File: src/verilog/icm_pkg.sv
// constants and types for the iso context interrupt event and mask block
//
// Function
// - tx event bit per tx context
// - rx event bit per rx context
// - tx bit set by edge or set-write
// - rx bit set by edge or set-write
// - bits sticky, cleared only by one-writes
// - tx event at set 90h, clear 94h
// - tx clear read returns event and mask
// - rx event A0h/A4h, clear read masked
// - tx bit n feeds main bit 6
// - rx bit n feeds main bit 7
// - tx event and mask bits 31-8 zero
// - rx event bits 31-4 read zero
// - tx mask set 98h, clear 9Ch
// - mask reads return plain mask contents
// - mask bit n gates context n
// - tx request needs main bit 6 both
// - no request without global enable bit 31
package icm_pkg;

   // bus geometry
   localparam int ICM_ADDR_W = 8;
   localparam int ICM_DATA_W = 32;

   // context counts
   localparam int ICM_TX_N = 8;
   localparam int ICM_RX_N = 4;

   // register byte offsets
   localparam logic [7:0] ICM_TX_EVT_SET_OFS = 8'h90;
   localparam logic [7:0] ICM_TX_EVT_CLR_OFS = 8'h94;
   localparam logic [7:0] ICM_TX_MSK_SET_OFS = 8'h98;
   localparam logic [7:0] ICM_TX_MSK_CLR_OFS = 8'h9c;
   localparam logic [7:0] ICM_RX_EVT_SET_OFS = 8'ha0;
   localparam logic [7:0] ICM_RX_EVT_CLR_OFS = 8'ha4;

   // reset values of implemented bits (undefined in hardware, zero here)
   localparam logic [7:0] ICM_TX_EVT_RST = 8'h00;
   localparam logic [7:0] ICM_TX_MSK_RST = 8'h00;
   localparam logic [3:0] ICM_RX_EVT_RST = 4'h0;

   // bit positions in the main interrupt mask word
   localparam int ICM_MAIN_TX_BIT = 6;
   localparam int ICM_MAIN_RX_BIT = 7;
   localparam int ICM_GLOBAL_EN_BIT = 31;

   // one-hot register select
   typedef enum logic [6:0] {
      ICM_SEL_NONE = 7'h01,
      ICM_SEL_TX_EVT_SET = 7'h02,
      ICM_SEL_TX_EVT_CLR = 7'h04,
      ICM_SEL_TX_MSK_SET = 7'h08,
      ICM_SEL_TX_MSK_CLR = 7'h10,
      ICM_SEL_RX_EVT_SET = 7'h20,
      ICM_SEL_RX_EVT_CLR = 7'h40
   } icm_sel_t;

endpackage
File: src/verilog/icm_evt_if.sv
// bundle between the register front end and one event bank
`timescale 1ns/10ps
interface icm_evt_if #(parameter int N = 8);
   logic [N-1:0] ctx_irq;   // context interrupt lines
   logic [N-1:0] set_bits;  // one-cycle set requests from software
   logic [N-1:0] clr_bits;  // one-cycle clear requests from software
   logic [N-1:0] mask;      // per-context enables
   logic [N-1:0] event_q;   // sticky event state
   logic [N-1:0] masked;    // event and mask
   logic any;               // or of masked bits

   // the bank owns the event state
   modport bank (input ctx_irq, input set_bits, input clr_bits, input mask,
                 output event_q, output masked, output any);
   // the front end drives requests and reads state
   modport front (output ctx_irq, output set_bits, output clr_bits, output mask,
                  input event_q, input masked, input any);
endinterface

File: src/verilog/icm_event_bank.sv
// sticky per-context event bits with edge detect and set/clear
`timescale 1ns/10ps
module icm_event_bank #(
   parameter int N = 8,
   parameter logic [N-1:0] RST = '0
) (
   input wire logic pclk,
   input wire logic presetn,
   icm_evt_if.bank ev
);

   logic [N-1:0] irq_prev_r; // last sampled context lines
   logic [N-1:0] event_r;    // sticky event state
   logic [N-1:0] rise;       // asserting edges this cycle
   logic [N-1:0] event_nxt;

   // lines come from same-clock dma logic, so no synchroniser
   always_ff @(posedge pclk or negedge presetn) begin
      if (!presetn) begin
         irq_prev_r <= '0;
      end else begin
         irq_prev_r <= ev.ctx_irq;
      end
   end

   // only the edge counts; a held line does not re-raise a cleared bit
   assign rise = ev.ctx_irq & ~irq_prev_r;

   // set terms win over a clear in the same cycle
   always_comb begin
      event_nxt = (event_r & ~ev.clr_bits) | rise | ev.set_bits;
   end

   // event state
   always_ff @(posedge pclk or negedge presetn) begin
      if (!presetn) begin
         event_r <= RST;
      end else begin
         event_r <= event_nxt;
      end
   end

   assign ev.event_q = event_r;
   assign ev.masked = event_r & ev.mask;
   assign ev.any = |(event_r & ev.mask);
endmodule

File: src/verilog/icm_irq_ctrl.sv
// apb front end for iso context interrupt event and mask registers
//
// Local design decision: register access over APB.
`timescale 1ns/10ps
module icm_irq_ctrl
   import icm_pkg::*;
(
   // apb slave
   input wire logic pclk,
   input wire logic presetn,
   input wire logic psel,
   input wire logic penable,
   input wire logic pwrite,
   input wire logic [ICM_ADDR_W-1:0] paddr,
   input wire logic [ICM_DATA_W-1:0] pwdata,
   output logic [ICM_DATA_W-1:0] prdata,
   output logic pready,
   output logic pslverr,
   // context interrupt lines, same clock
   input wire logic [ICM_TX_N-1:0] tx_ctx_irq,
   input wire logic [ICM_RX_N-1:0] rx_ctx_irq,
   // rx mask kept elsewhere
   input wire logic [ICM_RX_N-1:0] rx_irq_mask,
   // main interrupt mask word
   input wire logic [ICM_DATA_W-1:0] main_irq_mask,
   // aggregate bits toward the main event register
   output logic aggregate_tx_ctx_event,
   output logic aggregate_rx_ctx_event,
   // interrupt request
   output logic irq_req
);

   ////////////////////////////////////////////////////////////////////////
   // decode helpers

   // address to one-hot register select
   function automatic icm_sel_t icm_decode(input logic [ICM_ADDR_W-1:0] a);
      icm_sel_t s;
      s = ICM_SEL_NONE;
      unique case (a)
         ICM_TX_EVT_SET_OFS: s = ICM_SEL_TX_EVT_SET;
         ICM_TX_EVT_CLR_OFS: s = ICM_SEL_TX_EVT_CLR;
         ICM_TX_MSK_SET_OFS: s = ICM_SEL_TX_MSK_SET;
         ICM_TX_MSK_CLR_OFS: s = ICM_SEL_TX_MSK_CLR;
         ICM_RX_EVT_SET_OFS: s = ICM_SEL_RX_EVT_SET;
         ICM_RX_EVT_CLR_OFS: s = ICM_SEL_RX_EVT_CLR;
         default: s = ICM_SEL_NONE; // unmapped
      endcase
      return s;
   endfunction

   // widen a tx-sized field to a bus word, upper bits zero
   function automatic logic [ICM_DATA_W-1:0] icm_tx_word(input logic [ICM_TX_N-1:0] v);
      return {{(ICM_DATA_W-ICM_TX_N){1'b0}}, v};
   endfunction

   // widen an rx-sized field to a bus word, upper bits zero
   function automatic logic [ICM_DATA_W-1:0] icm_rx_word(input logic [ICM_RX_N-1:0] v);
      return {{(ICM_DATA_W-ICM_RX_N){1'b0}}, v};
   endfunction

   ////////////////////////////////////////////////////////////////////////
   // declarations

   icm_evt_if #(.N(ICM_TX_N)) tx_ev(); // tx event bank link
   icm_evt_if #(.N(ICM_RX_N)) rx_ev(); // rx event bank link

   icm_sel_t sel;                        // decoded select
   logic setup_ph;                       // apb setup cycle
   logic access_ph;                      // apb access cycle
   logic wr_go;                          // write commits this edge
   logic [ICM_TX_N-1:0] tx_mask_r;       // tx mask state
   logic [ICM_TX_N-1:0] tx_mask_nxt;
   logic [ICM_DATA_W-1:0] prdata_r;      // read data staged in setup
   logic [ICM_DATA_W-1:0] rd_word;       // read mux output
   logic irq_req_r;                      // registered request
   logic irq_req_nxt;

   ////////////////////////////////////////////////////////////////////////
   // apb phase tracking

   // the slave never stalls: read data is staged during setup
   assign setup_ph = psel & ~penable;
   assign access_ph = psel & penable;
   assign sel = icm_decode(paddr);
   assign wr_go = access_ph & pwrite & (sel != ICM_SEL_NONE);

   // zero wait states on every access
   assign pready = 1'b1;

   // unmapped offsets error out, both for reads and writes
   assign pslverr = access_ph & (sel == ICM_SEL_NONE);

   ////////////////////////////////////////////////////////////////////////
   // write strobes toward the event banks

   // tx set strobes, one-cycle; writing zero does nothing
   always_comb begin
      tx_ev.set_bits = '0;
      if (wr_go && sel == ICM_SEL_TX_EVT_SET) begin
         tx_ev.set_bits = pwdata[ICM_TX_N-1:0];
      end
   end

   // tx clear strobes; only ones clear
   always_comb begin
      tx_ev.clr_bits = '0;
      if (wr_go && sel == ICM_SEL_TX_EVT_CLR) begin
         tx_ev.clr_bits = pwdata[ICM_TX_N-1:0];
      end
   end

   // rx set strobes, upper write bits dropped
   always_comb begin
      rx_ev.set_bits = '0;
      if (wr_go && sel == ICM_SEL_RX_EVT_SET) begin
         rx_ev.set_bits = pwdata[ICM_RX_N-1:0];
      end
   end

   // rx clear strobes
   always_comb begin
      rx_ev.clr_bits = '0;
      if (wr_go && sel == ICM_SEL_RX_EVT_CLR) begin
         rx_ev.clr_bits = pwdata[ICM_RX_N-1:0];
      end
   end

   // context lines and masks feed the banks
   assign tx_ev.ctx_irq = tx_ctx_irq;
   assign rx_ev.ctx_irq = rx_ctx_irq;
   assign tx_ev.mask = tx_mask_r;
   assign rx_ev.mask = rx_irq_mask;

   ////////////////////////////////////////////////////////////////////////
   // event banks

   // eight tx contexts
   icm_event_bank #(
      .N(ICM_TX_N),
      .RST(ICM_TX_EVT_RST)
   ) u_tx_bank (
      .pclk(pclk),
      .presetn(presetn),
      .ev(tx_ev.bank)
   );

   // four rx contexts
   icm_event_bank #(
      .N(ICM_RX_N),
      .RST(ICM_RX_EVT_RST)
   ) u_rx_bank (
      .pclk(pclk),
      .presetn(presetn),
      .ev(rx_ev.bank)
   );

   ////////////////////////////////////////////////////////////////////////
   // tx mask register

   // set and clear sit at different offsets, so they never collide
   always_comb begin
      tx_mask_nxt = tx_mask_r;
      if (wr_go && sel == ICM_SEL_TX_MSK_SET) begin
         tx_mask_nxt = tx_mask_r | pwdata[ICM_TX_N-1:0];
      end else if (wr_go && sel == ICM_SEL_TX_MSK_CLR) begin
         tx_mask_nxt = tx_mask_r & ~pwdata[ICM_TX_N-1:0];
      end
   end

   // mask state; reset to zero so no tx context fires before software sets it up
   always_ff @(posedge pclk or negedge presetn) begin
      if (!presetn) begin
         tx_mask_r <= ICM_TX_MSK_RST;
      end else begin
         tx_mask_r <= tx_mask_nxt;
      end
   end

   ////////////////////////////////////////////////////////////////////////
   // read path

   // set offsets show raw state, event clear offsets show masked state
   always_comb begin
      rd_word = '0;
      unique case (sel)
         ICM_SEL_TX_EVT_SET: rd_word = icm_tx_word(tx_ev.event_q);
         ICM_SEL_TX_EVT_CLR: rd_word = icm_tx_word(tx_ev.masked);
         ICM_SEL_TX_MSK_SET: rd_word = icm_tx_word(tx_mask_r);
         ICM_SEL_TX_MSK_CLR: rd_word = icm_tx_word(tx_mask_r);
         ICM_SEL_RX_EVT_SET: rd_word = icm_rx_word(rx_ev.event_q);
         ICM_SEL_RX_EVT_CLR: rd_word = icm_rx_word(rx_ev.masked);
         ICM_SEL_NONE: rd_word = '0; // unmapped reads zero
      endcase
   end

   // stage read data at the setup edge; it holds through access
   // trade-off: a context edge during access is not seen in this read
   always_ff @(posedge pclk or negedge presetn) begin
      if (!presetn) begin
         prdata_r <= '0;
      end else if (setup_ph && !pwrite) begin
         prdata_r <= rd_word;
      end
   end

   assign prdata = prdata_r;

   ////////////////////////////////////////////////////////////////////////
   // aggregate events and interrupt request

   // bit n of each bank contributes to its aggregate
   assign aggregate_tx_ctx_event = tx_ev.any;
   assign aggregate_rx_ctx_event = rx_ev.any;

   // request needs aggregate and main mask bit, and the global enable
   always_comb begin
      irq_req_nxt = main_irq_mask[ICM_GLOBAL_EN_BIT] &
                    ((tx_ev.any & main_irq_mask[ICM_MAIN_TX_BIT]) |
                     (rx_ev.any & main_irq_mask[ICM_MAIN_RX_BIT]));
   end

   // registered so the pin is glitch free
   always_ff @(posedge pclk or negedge presetn) begin
      if (!presetn) begin
         irq_req_r <= 1'b0;
      end else begin
         irq_req_r <= irq_req_nxt;
      end
   end

   assign irq_req = irq_req_r;

endmodule

File: config.mk
export PLATFORM = sky130hd
export DESIGN_NAME = icm_irq_ctrl
export DESIGN_NICKNAME = d
export VERILOG_FILES = /design/src/verilog/icm_pkg.sv /design/src/verilog/icm_evt_if.sv /design/src/verilog/icm_event_bank.sv /design/src/verilog/icm_irq_ctrl.sv
export SDC_FILE = /design/constraint.sdc
export NUM_CORES = 1
export LEC_CHECK = 0
export BUFFER_PORTS_ARGS = -buffer_cell sky130_fd_sc_hd__buf_4
export CAP_MARGIN = 20
export CORE_AREA = 2 2 76 78
export DETAILED_ROUTE_END_ITERATION = 6
export DIE_AREA = 0 0 78 80
export GPL_TIMING_DRIVEN = 0
export PLACE_DENSITY = 0.81
export SLEW_MARGIN = 40
export SYNTH_ARGS = -nofsm -noshare
export SYNTH_HDL_FRONTEND = slang
export SYNTH_SLANG_ARGS = --single-unit
export TNS_END_PERCENT = 5
File: constraint.sdc
create_clock -name pclk -period 3.75 [get_ports pclk]
set_clock_uncertainty 0.15 [all_clocks]
set_input_delay 0.75 -clock pclk [delete_from_list [all_inputs] [get_ports pclk]]
set_output_delay 0.75 -clock pclk [all_outputs]
set_load 0.005 [all_outputs]
==> results.md, run 1 <==
- Routability-driven placement congestion ratio: 0.859
- Vias: 1709
- Max stage delay on crit path: 430 ps
- Root Buffer: clkbuf_8
- Status: finished, final reports clean
- Routed wire length: approximately 4500 um
- Hold slack: 268 ps
- Setup-failing EPs final: 0
- Port bufs: 51
- Most common cell on crit path: buf_4
- ANT cells: 0
- Post-layout util: 0.512
- Die width: 78 um
- Critical path data arrival time: 1820 ps
- RSZ-0062 raised after global routing: no
- Setup slack after layout: 1030 ps
- Io pins: 130
- Power density cells: 348 nW/um^2
- Syn Std Cell Area: 2090 sq um
- Top post-synthesis cells by area: dfrtp_1 49%, buf_4 9.0%, a221o_1 5.8%
- Top cells by count, synth: 41 x dfrtp_1, 28 x nand2_1, 25 x buf_4
- Pin slew with the least headroom to its limit: 679 ps
- Die area: approximately 6200 sq um
- Slowest cell on crit path: nor4b_1
- Final hold vios: 0
- Post-Synthesis Cells: 202
- Post-synth cell types: 29
- Worst-skew pair later-pin latency: 290 ps
- Post-synth EDFFs: 0
- Fmax: 368 MHz
- Clock Sinks: 41
- Worst Hold Class: in -> async
- Largest buffer count on any clock path: 2
- Post-CTS Resized: 0
- First-pass detailed-route iteration total: 4
- Register area share after synthesis: 0.492
- Wire per inst: around 13 um
- FFs w/ async S/R, synth: 1.00
- Core box area: 5410 sq um
- Crit path kind: in -> out
- DP HPWL: 3580 um
- Hold buffer count at CTS: 0
- Synth warn: 0
- Layout cells sized above 1: 0.317
- Nets: 376
- Worst-path clk slew: 80 ps
- Cell with the most instances after synthesis: dfrtp_1
- Worst endpoint required time: 2850 ps
- Reg2reg setup slack: 2380 ps
- Fill count: just over 500
- Number of global-route vias before repair: 1612
- Worst-path cell chain: buf_4, nor4b_1, o21ai_0, and3_1, buf_4
- Rows: 27
- CTS Buf Count: 5
- Iteration-0 DRC Markers: 107
- Die height: 80 um
- Crit end category: output port
- Global-route wire length before repair: 7400 um
- Min Tclk post-route: 2720 ps
- CTS H-tree depth: 2
- Max VDD drop: 283 uV
- Vias per cell: 4.80
- Dpl ws: 997 ps
- Synth Register Bits: 41
- Syn-to-layout area delta: 32.6%
- Syn_area_per_cell: 10.3 sq um
- Grt ovf: 0
- Post-synth top area cell: dfrtp_1
- Setup bufs post-CTS: 0
- Post-synth top flop: dfrtp_1
- Worst Path Max Fanout: 3
- LEAKAGE: 1.25 nW
- Tot Pwr: 963 uW
- Antenna-violating nets left: 0
- Fin crit share: 0.724
- Rel. slew slack: 0.543
- Tot GR Track Use: 0.149
- Largest net degree at the start of global routing: 42
- CTS tree: done
- Startpoint types: input pin
- Max Cap Violations: 0
- Yosys top cell area share: 0.492
- TNS Setup: 0 ps
- Drt drc: 0
- Initial antenna violation count: 0
- Starting Density: 0.386
- Final Slew Violations: 0
==> cell type report <==
cell class	count	area, sq um	share of cell area
clock inverter	2	37.5	0.0136
clock buffer	6	82.6	0.0299
multi-input combinational	153	936	0.338
tap	72	90.1	0.0326
inverter	2	7.51	0.00271
buffer	29	203	0.0733
sequential	41	1030	0.371
timing repair buffer	51	383	0.138
==> final timing paths <==
path	start	to	cells past startpoint
setup / recovery	paddr[1]	pslverr	5
hold / removal	presetn	u_rx_bank.ev.event_q[0]$_DFF_PN0_	1
setup reg to reg	u_tx_bank.ev.event_q[6]$_DFF_PN0_	irq_req$_DFF_PN0_	4
hold reg to reg	prdata[7]$_DFFE_PN0P_	prdata[7]$_DFFE_PN0P_	2
max in group asynchronous	presetn	u_tx_bank.ev.event_q[7]$_DFF_PN0_	1
min in group pclk	prdata[7]$_DFFE_PN0P_	prdata[7]$_DFFE_PN0P_	2
==> per-stage QoR <==
stage | std cells | cell area (sq um)
after detailed placement | 348 | 2650
after CTS | 356 | 2770
after global placement | 348 | 2650
after floorplan | 225 | 2170
final | 356 | 2770
after global routing | 356 | 2770
==> where the power goes <==
| part | internal [mW] | switching (mW) | leakage, nW |
|---|---|---|---|
| Combinational | 0.0755 | 0.0619 | 0.719 |
| Sequential | 0.457 | 0.00630 | 0.473 |
| Clock | 0.216 | 0.146 | 0.0574 |
| Total | 0.749 | 0.214 | 1.25 |
==> cells by family (layout without fill, tap and decap cells) <==
family	after synthesis	after routing	share of synthesized area
AOI/OAI and AO/OA	48	48	0.169
muxes	8	8	0.0432
DFF	41	41	0.492
and+or+nand+nor	72	72	0.191
buffers and inverters	31	90	0.101
other	2	25	0.00360
==> critical path: cells and delay by family <==
family / cells / cell delay, ps
AO/OA/AOI/OAI: 1 / 180
buffers and inverters: 2 / 240
AND/OR/NAND/NOR: 2 / 640
==> placed cells by master, fill, tap and decap left out, types with 7 or more instances in the layout <==
cell,n
dfrtp_1,41
nand2_1,28
a221o_1,12
a22oi_1,7
conb_1,25
o21ai_0,9
mux2_1,8
nor2_1,14
nor2b_1,14
buf_4,76
==> layer usage <==
metal	wire [um]	vias up	global-route usage
met3	416	10	0.0407
li1	-	838	-
met1	1770	762	0.182
met5	0	-	0
met2	2180	99	0.253
met4	98	0	0.0561
Power figures use the tool's default switching activity.
==> inputs of run 2 (changes only) <==
ABC_AREA = 1   (was unset)
CORE_AREA = 2 2 83 85   (was 2 2 76 78)
DIE_AREA = 0 0 85 87   (was 0 0 78 80)
PLACE_DENSITY = 0.78   (was 0.81)
clock period = 2.82 ns   (was 3.75 ns; I/O delays follow)
==> run 2 against run 1 <==
Against the previous run:
- clock-buffer cell count unchanged
- first-iteration DRC count rose by 49%
- wire length increased by 25%
- final area increased by 15%
- setup slack got worse by 340 ps
- cell count is 43% higher
- worst hold slack worse by 180 ps
- die area increased by 19%
- critical path depth is 3 higher
- critical path type unchanged
- largest power group unchanged
==> results.md, run 2 <==
- Status: finished, final reports clean
- CTS H-tree depth: 2 (unchanged)
- Post-CTS Resized: 0 (unchanged)
- Starting Density: 0.384 (-0.00207)
- Crit path kind: in -> out
- Routability-driven placement congestion ratio: 0.827 (-3.8%)
- Rel. slew slack: 0.602 (+0.0588)
- Die area: 7400 sq um (+19%)
- Register area share after synthesis: 0.407 (-0.0850)
- Reg2reg setup slack: 1480 ps (-900 ps)
- Tot Pwr: 1.16 mW (+20%)
- Crit end category: output port
- Worst Hold Class: in -> async
- Post-synth cell types: 28 (-3.4%)
- Die height: 87 um (+8.8%)
- Dpl ws: 685 ps (-312 ps)
- Syn Std Cell Area: 2520 sq um (+21%)
- DP HPWL: 4320 um (+21%)
- First-pass detailed-route iteration total: 4 (unchanged)
- Max VDD drop: 216 uV (-24%)
- Post-synth top flop: dfrtp_1
- Final hold vios: 0 (unchanged)
- LEAKAGE: 1.84 nW (+48%)
- Multi-input gate area: 1160 sq um (+24%)
- Tot GR Track Use: 0.156 (+0.00641)
- Routed wire length: 5580 um (+25%)
- Vias: 2297 (+34%)
- Wire per inst: 11.0 um (-13%)
- Fmax: 470 MHz
- Min Tclk post-route: 2130 ps
- Setup-failing EPs final: 0 (unchanged)
- ANT cells: 0 (unchanged)
- Worst r2r src: u_tx_bank.ev.event_q[2]$_DFF_PN0_
- Largest net degree at the start of global routing: 42 (unchanged)
- FFs w/ async S/R, synth: 1.00 (unchanged)
- Cell with the most instances after synthesis: nand2_1
- Worst endpoint required time: 2110 ps (-740 ps)
- Io pins: 130 (unchanged)
- CTS tree: done
- Seq. cell area: 1030 sq um (unchanged)
- Worst Path Max Fanout: 9 (+6)
- Critical path data arrival time: 1420 ps (-400 ps)
- Syn_area_per_cell: 7.24 sq um (-30%)
- Post-layout util: 0.485 (-0.0266)
- Post-synth top area cell: dfrtp_1
- Largest buffer count on any clock path: 2 (unchanged)
- Hold buffer count at CTS: 0 (unchanged)
- CTS Buf Count: 5 (unchanged)
- Commonest non-fill, non-tap cell in the layout: nand2_1
- Startpoint types: input pin
- Rows: 30 (+11%)
- Post-synth EDFFs: 0 (unchanged)
- Synth warn: 0 (unchanged)
- Iteration-0 DRC Markers: 159 (+49%)
- Synth Register Bits: 41 (unchanged)
- Most frequent cells in the layout: 137 x nand2_1, 76 x buf_4, 50 x inv_1
- Syn-to-layout area delta: 26.4%
- Worst-path clk slew: 80 ps (about the same)
- Layout cells sized above 1: 0.247 (-0.0698)
- Core box area: 6570 sq um (+22%)
- Yosys top cell area share: 0.407 (-0.0850)
- Fill count: 629 (+23%)
- Pin slew with the least headroom to its limit: 592 ps (-86.5 ps)
- Drt drc: 0 (unchanged)
- Vias per cell: 4.51 (-6.0%)
- Setup slack after layout: 690 ps (-344 ps)
- TNS Setup: 0 ps (unchanged)
- RSZ-0062 raised after global routing: no
- Clock Sinks: 41 (unchanged)
- Reg2reg end: irq_req$_DFF_PN0_
- Initial antenna violation count: 0 (unchanged)
- Top cells by count, synth: 137 x nand2_1, 50 x inv_1, 41 x dfrtp_1
- Fin crit share: 0.755
- R2r worst-path depth: 5 (+1)
- Port bufs: 51 (unchanged)
- Nets: 522 (+39%)
- Antenna-violating nets left: 0 (unchanged)
- Final Slew Violations: 0 (unchanged)
- Root Buffer: clkbuf_8
- Die width: 85 um (+9.0%)
- Number of global-route vias before repair: 2113 (+31%)
- Top post-synthesis cells by area: dfrtp_1 41%, nand2_1 20%, buf_4 7.4%
- Grt ovf: 0 (unchanged)
- Setup bufs post-CTS: 0 (unchanged)
- Worst-skew pair later-pin latency: 290 ps (about the same)
- Post-Synthesis Cells: 348 (+72%)
- Max Cap Violations: 0 (unchanged)
- Power density cells: 364 nW/um^2 (+4.4%)
- Global-route wire length before repair: 9290 um (+26%)
## run 2: worst max-delay path by stage
stage,cells after the start,slack [ps],start,to
after CTS,8,680,paddr[6],pslverr
final,8,690,paddr[6],pslverr
after detailed placement,8,680,paddr[6],pslverr
after global routing,8,630,paddr[6],pslverr
after floorplan,6,990,paddr[6],pslverr
after global placement,5,590,pwrite,prdata[2]$_DFFE_PN0P_
## run 2: worst max-delay path, cell delays in order
cell	delay, ps
buf_4	120
inv_2	40
nand2_2	100
nor2_8	220
nand2_4	70
nand2_4	120
nor2_1	50
buf_4	130
## run 2: layer usage
metal	wire (um)	global-route usage	part of all wire	up-vias
met5	0	0	0	-
met3	381	0.0322	0.068	18
met2	2620	0.266	0.47	77
li1	-	-	-	1182
met1	2400	0.190	0.43	1020
met4	177	0.0693	0.032	0
## run 2: layout make-up
cell class | instances | share of cell area
plain buffers | 28 | 0.0695
clock buffers | 6 | 0.0259
clock inverters | 1 | 0.00236
inverters | 54 | 0.0652
multi-input cells | 248 | 0.363
flip-flops and latches | 41 | 0.322
well taps | 80 | 0.0314
repair buffers | 51 | 0.120
## run 2: cell families after synthesis
group,synth area share
simple gates,0.385
buf+inv,0.170
flops,0.407
compound gates,0.0347
other cells,0.00298
## run 2: where the power goes
part / switching [mW] / total (mW) / internal, mW
clock network: 0.202 / 0.396 / 0.194
registers: 0.00390 / 0.604 / 0.600
logic: 0.0804 / 0.159 / 0.0791
## run 2: through the flow
| stage | instances | hold WS [ps] | area, sq um |
|---|---|---|---|
| 2_1_floorplan | 371 | 118 | 2610 |
| 3_3_place_gp | 502 | 320 | 3090 |
| 3_5_place_dp | 502 | 320 | 3100 |
| 4_1_cts | 509 | 107 | 3190 |
| 5_1_grt | 509 | 138 | 3190 |
| 6_report | 509 | 88.2 | 3190 |
